<file path="src/cie_pkg.sv">
// shared types and constants for the instruction execution subset
`default_nettype none
package cie_pkg;
  localparam int unsigned DATA_W     = 8;
  localparam int unsigned FADDR_W    = 7;
  localparam logic [7:0]  ACC_RST    = 8'h00;
  localparam logic [7:0]  WATCHDOG_CLEAR = 8'h00;
  localparam logic        DEST_ACC   = 1'b0;
  localparam logic        DEST_FILE  = 1'b1;

  typedef enum logic [2:0] {
    CIE_OP_NONE     = 3'h0,
    CIE_OP_SLEEP    = 3'h1,
    CIE_OP_SUB_LIT  = 3'h2,
    CIE_OP_XOR_LIT  = 3'h3,
    CIE_OP_SUB_FILE = 3'h4,
    CIE_OP_XOR_FILE = 3'h5,
    CIE_OP_SWAP     = 3'h6
  } cie_op_t;

  typedef enum logic [1:0] {
    CIE_ST_RUN   = 2'b00,
    CIE_ST_SLEEP = 2'b01
  } cie_state_t;

  typedef struct packed {
    cie_op_t          op;
    logic [7:0]       imm;
    logic [6:0]       faddr;
    logic             target_select;
  } cie_instr_t;

  typedef struct packed {
    logic borrow_out_bit;
    logic half_borrow_bit;
    logic result_null_flag;
    logic sleep_entered_flag;
    logic expiry_flag;
  } cie_status_t;

  localparam cie_status_t STATUS_RST = '{sleep_entered_flag: 1'b1, expiry_flag: 1'b1, default: 1'b0};

  typedef struct packed {
    logic       we;
    logic [6:0] addr;
    logic [7:0] data;
  } cie_fwrite_t;
endpackage
`default_nettype wire
</file>
<file path="src/cie_alu.sv">
// combinational arithmetic unit for the instruction subset
`default_nettype none
module cie_alu (
  input  wire cie_pkg::cie_op_t op_i,
  input  wire logic [7:0]       acc_i,
  input  wire logic [7:0]       opnd_i,
  output logic      [7:0]       res_o,
  output logic                  borrow_o,
  output logic                  half_o
);
  logic [8:0] diff;
  logic [4:0] hdiff;
  always_comb begin
    diff     = {1'b0, opnd_i} + {1'b0, ~acc_i} + 9'h001;
    hdiff    = {1'b0, opnd_i[3:0]} + {1'b0, ~acc_i[3:0]} + 5'h01;
    borrow_o = diff[8];
    half_o   = hdiff[4];
    case (op_i)
      cie_pkg::CIE_OP_SUB_LIT,
      cie_pkg::CIE_OP_SUB_FILE: res_o = diff[7:0];
      cie_pkg::CIE_OP_XOR_LIT,
      cie_pkg::CIE_OP_XOR_FILE: res_o = acc_i ^ opnd_i;
      cie_pkg::CIE_OP_SWAP:     res_o = {opnd_i[3:0], opnd_i[7:4]}; // RULE_08
      default:                  res_o = 8'h00;
    endcase
  end
endmodule
`default_nettype wire

</file>
<file path="src/cie_exec.sv">
// execution of sleep, subtract, xor and nibble swap instructions
`default_nettype none
// Contract
// RULE_01 - sleep clears sleep flag, sets expiry flag
// RULE_02 - sleep clears watchdog counter and prescaler
// RULE_03 - sleep halts execution until wake-up
// RULE_04 - literal minus accumulator, borrow, half, null flags
// RULE_05 - accumulator xor literal, only null flag
// RULE_06 - file minus accumulator, borrow, half, null flags
// RULE_07 - subtract result to acc or file
// RULE_08 - nibble swap exchanges file nibbles
// RULE_09 - swap steered by target, no flags
// RULE_10 - acc xor file, steered, null only
// RULE_11 - null flag set on zero result
module cie_exec (
  input  wire logic                 clk_i,
  input  wire logic                 srst_i,
  input  wire logic                 instr_valid_i,
  input  wire cie_pkg::cie_instr_t  instr_i,
  input  wire logic [7:0]           file_rdata_i,
  input  wire logic                 wake_i,
  output logic      [6:0]           file_raddr_o,
  output var  cie_pkg::cie_fwrite_t file_wr_o,
  output logic      [7:0]           acc_o,
  output var  cie_pkg::cie_status_t status_o,
  output logic                      watchdog_clear_o,
  output logic                      osc_halt_o,
  output logic                      busy_sleep_o
);
  // decoded strobes of the instruction taken this cycle
  logic                 exec;
  logic                 go_sleep;
  logic                 upd_arith;
  logic                 upd_null;
  logic                 acc_load;
  logic                 steered;
  logic                 to_file;

  // arithmetic unit
  logic [7:0]           opnd;
  logic [7:0]           res;
  logic                 borrow;
  logic                 half;

  // run state and halt flag
  cie_pkg::cie_state_t  state_reg, state_next;
  logic                 halt_reg, halt_next;

  // accumulator, status, file write port, watchdog clear
  logic [7:0]           acc_reg, acc_next;
  cie_pkg::cie_status_t st_reg, st_next;
  cie_pkg::cie_fwrite_t fw_reg, fw_next;
  logic                 wdog_reg, wdog_next;

  assign opnd = (instr_i.op == cie_pkg::CIE_OP_SUB_LIT || instr_i.op == cie_pkg::CIE_OP_XOR_LIT)
                ? instr_i.imm : file_rdata_i;

  cie_alu u_alu (
    .op_i     (instr_i.op),
    .acc_i    (acc_reg),
    .opnd_i   (opnd),
    .res_o    (res),
    .borrow_o (borrow),
    .half_o   (half)
  );

  // instructions are ignored while the core sleeps
  always_comb begin
    exec      = instr_valid_i && (state_reg == cie_pkg::CIE_ST_RUN);
    go_sleep  = 1'b0;
    upd_arith = 1'b0;
    upd_null  = 1'b0;
    acc_load  = 1'b0;
    steered   = 1'b0;
    if (exec) begin
      case (instr_i.op)
        cie_pkg::CIE_OP_SLEEP: begin
          go_sleep = 1'b1; // RULE_01 RULE_02 RULE_03
        end
        cie_pkg::CIE_OP_SUB_LIT: begin
          acc_load  = 1'b1; // RULE_04
          upd_arith = 1'b1; // RULE_04
          upd_null  = 1'b1; // RULE_11
        end
        cie_pkg::CIE_OP_XOR_LIT: begin
          acc_load = 1'b1; // RULE_05
          upd_null = 1'b1; // RULE_05 RULE_11
        end
        cie_pkg::CIE_OP_SUB_FILE: begin
          steered   = 1'b1; // RULE_07
          upd_arith = 1'b1; // RULE_06
          upd_null  = 1'b1; // RULE_11
        end
        cie_pkg::CIE_OP_XOR_FILE: begin
          steered  = 1'b1; // RULE_10
          upd_null = 1'b1; // RULE_10 RULE_11
        end
        cie_pkg::CIE_OP_SWAP: begin
          steered = 1'b1; // RULE_09
        end
        default: begin
        end
      endcase
    end
    to_file = steered && (instr_i.target_select == cie_pkg::DEST_FILE); // RULE_07 RULE_09 RULE_10
  end

  // run state: sleep entry and wake-up
  always_comb begin
    state_next = state_reg;
    case (state_reg)
      cie_pkg::CIE_ST_RUN: begin
        if (go_sleep) begin
          state_next = cie_pkg::CIE_ST_SLEEP; // RULE_03
        end
      end
      cie_pkg::CIE_ST_SLEEP: begin
        if (wake_i) begin
          state_next = cie_pkg::CIE_ST_RUN; // RULE_03
        end
      end
      default: state_next = cie_pkg::CIE_ST_RUN;
    endcase
  end

  always_ff @(posedge clk_i) begin
    if (srst_i) begin
      state_reg <= cie_pkg::CIE_ST_RUN;
    end else begin
      state_reg <= state_next;
    end
  end

  // halt flag, registered copy of the sleep state
  always_comb begin
    halt_next = (state_next == cie_pkg::CIE_ST_SLEEP); // RULE_03
  end

  always_ff @(posedge clk_i) begin
    if (srst_i) begin
      halt_reg <= 1'b0;
    end else begin
      halt_reg <= halt_next;
    end
  end

  // accumulator
  always_comb begin
    acc_next = acc_reg;
    if (acc_load || (steered && !to_file)) begin
      acc_next = res; // RULE_04 RULE_05 RULE_07 RULE_09 RULE_10
    end
  end

  always_ff @(posedge clk_i) begin
    if (srst_i) begin
      acc_reg <= cie_pkg::ACC_RST;
    end else begin
      acc_reg <= acc_next;
    end
  end

  // status flags
  always_comb begin
    st_next = st_reg;
    if (go_sleep) begin
      st_next.sleep_entered_flag = 1'b0; // RULE_01
      st_next.expiry_flag        = 1'b1; // RULE_01
    end
    if (upd_arith) begin
      st_next.borrow_out_bit  = borrow; // RULE_04 RULE_06
      st_next.half_borrow_bit = half; // RULE_04 RULE_06
    end
    if (upd_null) begin
      st_next.result_null_flag = (res == 8'h00); // RULE_11
    end
  end

  always_ff @(posedge clk_i) begin
    if (srst_i) begin
      st_reg <= cie_pkg::STATUS_RST;
    end else begin
      st_reg <= st_next;
    end
  end

  // file write port, one-cycle strobe
  always_comb begin
    fw_next = '0;
    if (to_file) begin
      fw_next = '{we: 1'b1, addr: instr_i.faddr, data: res}; // RULE_07 RULE_09 RULE_10
    end
  end

  always_ff @(posedge clk_i) begin
    if (srst_i) begin
      fw_reg <= '0;
    end else begin
      fw_reg <= fw_next;
    end
  end

  // watchdog clear, one-cycle pulse
  always_comb begin
    wdog_next = go_sleep; // RULE_02
  end

  always_ff @(posedge clk_i) begin
    if (srst_i) begin
      wdog_reg <= 1'b0;
    end else begin
      wdog_reg <= wdog_next;
    end
  end

  // read address is the decoder's field; file array is outside
  always_comb begin
    file_raddr_o = instr_i.faddr;
  end

  assign file_wr_o        = fw_reg;
  assign acc_o            = acc_reg;
  assign status_o         = st_reg;
  assign watchdog_clear_o = wdog_reg; // RULE_02
  assign osc_halt_o       = halt_reg; // RULE_03
  assign busy_sleep_o     = halt_reg;
endmodule
`default_nettype wire

</file>
<file path="config.mk">
export PLATFORM = sky130hd
export DESIGN_NAME = cie_exec
export DESIGN_NICKNAME = d
export VERILOG_FILES = /design/src/cie_pkg.sv /design/src/cie_alu.sv /design/src/cie_exec.sv
export SDC_FILE = /design/constraint.sdc
export NUM_CORES = 1
export LEC_CHECK = 0
export ABC_AREA = 1
export BUFFER_PORTS_ARGS = -buffer_cell sky130_fd_sc_hd__buf_2
export CORE_ASPECT_RATIO = 1.25
export CORE_UTILIZATION = 53
export CTS_BUF_LIST = sky130_fd_sc_hd__clkbuf_8 sky130_fd_sc_hd__clkbuf_16
export DETAILED_ROUTE_END_ITERATION = 10
export HOLD_SLACK_MARGIN = 0.08
export PLACE_DENSITY = 0.85
export SYNTH_ARGS = -nofsm -noshare
export SYNTH_HDL_FRONTEND = slang
export SYNTH_SLANG_ARGS = --single-unit
</file>
<file path="constraint.sdc">
create_clock -name clk_i -period 4 [get_ports clk_i]
set_clock_uncertainty 0.15 [all_clocks]
set_input_delay 0.8 -clock clk_i [delete_from_list [all_inputs] [get_ports clk_i]]
set_output_delay 0.8 -clock clk_i [all_outputs]
set_load 0.02 [all_outputs]
</file>
; ---- After elaboration in Yosys (flattened, before gate mapping)
; Index checks and enable logic that the tools add are counted.
[totals]
register_bits = 32
in_bits = 31
wordCells = 57
[classes]
add_sub_neg = 4
eq_ne = 8
mux = 16
n_bitwise = 4
reduce_logical = 14
[op_table]
columns = op, count
row1 = $pmux W8 S3, 1
row2 = $mux W16, 1
row3 = $mux W1, 10
row4 = $add A8 B8 Y9, 1
row5 = $add A9 B1 Y9 const B, 1
row6 = $eq A3 B3 Y1 const B, 3
row7 = $logic_not A8 Y1, 1
row8 = $mux W8, 1
row9 = $not A8 Y8, 1
row10 = $reduce_or A2 Y1, 4
row11 = $xor A8 B8 Y8, 1
row12 = $eq A3 B2 Y1 const B, 2
row13 = $add A4 B4 Y5, 1
row14 = $add A5 B1 Y5 const B, 1
row15 = $eq A2 B1 Y1 const B, 2
row16 = $mux W2, 2
row17 = $not A4 Y4, 1
row18 = $pmux W2 S2, 1
row19 = $reduce_or A4 Y1, 1
row20 = $eq A3 B1 Y1 const B, 1
row21 = $logic_and A1 B1 Y1, 3
row22 = $reduce_or A3 Y1, 1
row23 = $logic_not A2 Y1, 1
row24 = $logic_or A1 B1 Y1, 2
row25 = other kinds (2), 2

; ---- Depth between registers and ports, before layout
[depth]
depth_word = 8
mapped_depth = 18
mapped_depth_nobuf = 17

; ---- Hierarchy
; From an unflattened synthesis, not the netlist that was laid out.
[unflattened]
hier_cells = 293
hier_area_um2 = 1995.7
[by_module_without_submodules]
columns = module, n_inst, cells_per_inst, area_per_inst_um2, seq_area_each_um2
row1 = cie_exec, 1, 173, 1381.3, 640.6
row2 = cie_alu, 1, 120, 614.3, 0.0

; ---- Worst setup path before layout
; No wires, ideal clock.
[synth_timing]
path_kind = input -> register
startpoint = input instr_i[17] (netlist name)
endpoint = register st_reg (netlist bit status_o[2])
setup_time_ps = 70
t_arrival_ps = 2675
setup_slack_ps = 1105
path_stages = 17
path_buffers = 1
cell_sequence = buf_4 -> inv_1 -> nor2_4 -> nand2_1 -> nand2_1 -> ha_1 -> inv_1 -> fa_1 -> nand2_1 -> nand2_1 -> a21oi_1 -> nor2_1 -> nor2_1 -> nand2_1 -> nor2_1 -> nand3_1 -> a21oi_1
[synth_between]
elab_chain_len = 7
elab_cells_between_ends = 17
cone_classes = 2 x add/sub / 5 x eq/ne / 4 x mux / 1 x bitwise / 5 x reduce/logical
[synth_rtl]
columns = item, line_no
row1 = from (decl), cie_exec.sv:19  ; input wire cie_pkg::cie_instr_t instr_i,
row2 = $eq A3 B2 Y1, "cie_alu.sv:18, cie_exec.sv:55, cie_exec.sv:76"
row3 = $logic_or A1 B1 Y1, cie_exec.sv:55  ; assign opnd = (instr_i.op == cie_pkg::CIE_OP_SUB_LIT || instr_i.op == cie_pkg::CIE_OP_XOR_LIT)
row4 = $mux W8, cie_exec.sv:56  ; ? instr_i.imm : file_rdata_i;
row5 = $add A8 B8 Y9, cie_alu.sv:14  ; diff = {1'b0, opnd_i} + {1'b0, ~acc_i} + 9'h001;
row6 = $add A9 B1 Y9, cie_alu.sv:14
row7 = $pmux W8 S3, cie_alu.sv:18  ; case (op_i)
row8 = $logic_not A8 Y1, cie_exec.sv:175  ; st_next.result_null_flag = (res == 8'h00);
row9 = to (signal assigned), cie_exec.sv:181  ; st_reg <= cie_pkg::STATUS_RST;
row10 = to (signal assigned), cie_exec.sv:183  ; st_reg <= st_next;
row11 = to (decl), cie_exec.sv:51  ; cie_pkg::cie_status_t st_reg, st_next;
; Parallel ways exist; a longest one is shown, timed or not.
; A chain may end at the register's enable or synchronous reset.

; ---- Final worst setup path
; Ends and elaborated chain as after synthesis.

==> results.md <==
- # fillers: 290
- Std cell rows: 23
- Pleak: 0.00132 uW
- Unrepaired setup endpoints after global routing: no
- Top cells by area, synth: dfxtp_1, nand2_1, inv_1, ha_1, nand3_1
- Synth warn: 0
- Initial DRC Count: 81
- EDFF count, synth: 0
- Setup CP Type: primary input to flip-flop
- # port buffers: 68
- Synth Flop Type: dfxtp_1
- Post-Synthesis Cells: 276
- Clock sink count: 32
- Hold/Removal Path Class: flip-flop to flip-flop
- Switching Power: 236 uW
- CP Max Fanout: 10
- Top cell by count, worst path: nand2_1
- Root buffer cell: clkbuf_8
- Global-route wire length before repair: 6920 um
- Die area: 3810 sq um
- WP data arrival: 2980 ps
- Gp weighted congestion: 0.951
- Comb pwr share: 25.5%
- Post-Route Utilization: 68.4%
- Vias: 1,912
- Drt pass-1 iters: 4
- Dpl cell area: 2180 sq um
- Post-synthesis register bit count: 32
- Max-cap violation count: 0
- Post-Syn Area: 1890 sq um
- Core area: 3310 sq um
- CP Capture Type: flip-flop
- Post-CTS Setup Inserts: 0
- Top post-synthesis cells by count: nand2_1, inv_1, dfxtp_1
- CTS tree: done
- Post-DRT Antenna Nets: 0
- Clock share of power: 30.0%
- Vias in the first global route: 1,659
- R2R depth: 12
- Setup TNS: 0 ps
- Area growth, synth to finish: 19.6%
- Syn_area_per_cell: 6.85 sq um
- Post-CTS sizing: 0
- DP Wirelength: 3630 um
- Count leader, synth: nand2_1
- Die W: 55.4 um
- Crit. Startpoint: instr_i[17]
- Initial antenna violation count: 0
- Crit share post-route: 72.9%
- Total Routing Usage GR: 23.6%
- Post-synthesis sequential area ratio: 33.9%
- Worst IR drop on VDD: 377 uV
- Final WL: 4470 um
- Fin area: 2260 sq um
- NumNets Final: 381
- R2r setup slk: 1870 ps
- Final setup viols: 0
- Post-Syn Nets: 318
- H-tree levels: 2
- DRC viols: 0
- Slowest cell on the critical path: fa_1
- Vias per inst: 5.09
- GR Overflow Total: 0
- Post-layout min period: 2920 ps
- Async S/R FF share, synth: 0%
- DR WL/cell: 11.9 um
- Inserted Clock Buffers: 5
- Startpoint Class: primary input
- Antenna diodes: 0
- CP max stage delay: 370 ps
- Multi-input logic area: 945 sq um
- Die Y: 68.8 um
- Synth cell types: 34
- Switching part of the total: 31.8%
- Register area: 641 sq um
- Layout cells sized above 1: 27.1%
- Max-slew violations: 0
- CTS max path bufs: 2
- Reg2reg end: status_o[2]
- I/O pin total: 70
- Sequential share of power: 44.5%
- Power Density: 328 nW/um^2
- Status: finished, final reports clean
- CP endpoint: status_o[2]
- Top-area cell type share of the netlist area: 33.9%
- Largest register FFs: 16
- Initial Utilization: 57.2%
- Clk slew on worst S/H paths: 60 ps
- Reg-to-reg critical path startpoint: acc_o[0]
- Fin. Hold Viols: 0
- CP Data Required Time: 4070 ps
- Largest area contributor in the netlist: dfxtp_1
- FMAX: 0.343 GHz
- Worst-Skew Late Latency: 270 ps
- Largest net degree at the start of global routing: 13
- Cell Chain, Critical Path: buf_2 > inv_1 > nor2_4 > nand2_1 > nand2_1 > ha_1 > inv_1 > fa_1 > nand2_1 > nand2_1 > a21oi_1 > nor2_1 > nor2_1 > nand2_1 > nor2_1 > nand3_1 > a21oi_1
- P_int: 506 uW
- Hold-fix buffers, CTS: 0
==> final cells by class <==
type | count | area share [%]
multi-input combinational | 176 | 41.8
timing repair buffer | 68 | 15.0
clock buffer | 5 | 3.04
inverter | 56 | 9.40
tap | 37 | 2.05
clock inverter | 2 | 0.387
sequential | 32 | 28.3
==> per-stage QoR <==
step	std cells	hold slack, ps	setup slack, ps	power [uW]
floorplan	276	277	1100	476
global placement	369	287	908	520
detailed placement	369	292	814	523
CTS	376	305	1110	743
global route	376	327	800	782
finish	376	299	1080	743
==> critical path, delay by kind of cell <==
family | cells | cell delay, ps
simple gates | 10 | 1060
fa+ha+maj | 2 | 510
compound gates | 2 | 250
buf+inv | 3 | 380
==> cell families (layout without fill, tap and decap cells) <==
logic type / count (synthesis) / in the layout / share of synthesized area, %
compound gates: 36 / 36 / 11.9
fa+ha+maj: 11 / 11 / 7.67
buf+inv: 68 / 131 / 16.2
flops: 32 / 32 / 33.9
other cells: 2 / 2 / 0.397
simple gates: 127 / 127 / 30.0
==> layer usage <==
layer | up-vias | wire length (um) | GRT usage (%)
li1 | 978 | - | -
met1 | 846 | 1810 | 24.9
met2 | 77 | 2270 | 45.6
met3 | 11 | 269 | 4.10
met4 | 0 | 116 | 12.2
met5 | - | 0 | 0
==> worst min-delay path by stage <==
stage	start	depth (start not counted)	to	slack (ps)
floorplan	state_reg[1]	1	busy_sleep_o	280
global placement	status_o[1]	2	status_o[1]	290
detailed placement	status_o[1]	2	status_o[1]	290
CTS	status_o[1]	2	status_o[1]	300
global route	state_reg[1]	1	state_reg[0]	330
finish	status_o[1]	2	status_o[1]	300
==> power by group through the flow <==
stage               clock network, uW  registers, uW  logic (uW)
detailed placement                  0            337         186
floorplan                           0            345         130
global placement                    0            337         183
global route                      239            331         212
finish                            223            330         189
CTS                               226            330         187
==> placed cells by master, fill, tap and decap left out, types with 2 or more instances in the layout <==
| cell | synthesis | layout |
|---|---|---|
| nand2_1 | 71 | 71 |
| buf_2 | 0 | 68 |
| inv_1 | 51 | 52 |
| dfxtp_1 | 32 | 32 |
| nor2_1 | 21 | 21 |
| nand3_1 | 17 | 17 |
| a21oi_1 | 14 | 14 |
| ha_1 | 10 | 10 |
| o21ai_0 | 7 | 7 |
| clkbuf_8 | 0 | 5 |
| nand4_1 | 4 | 4 |
| nand2_2 | 3 | 3 |
| inv_2 | 3 | 3 |
| o211ai_1 | 3 | 3 |
| o21ai_1 | 3 | 3 |
| nor2_2 | 3 | 3 |
| a21oi_2 | 2 | 2 |
| nor3_1 | 2 | 2 |
| a22oi_1 | 2 | 2 |
| conb_1 | 2 | 2 |
Power figures use the tool's default switching activity.
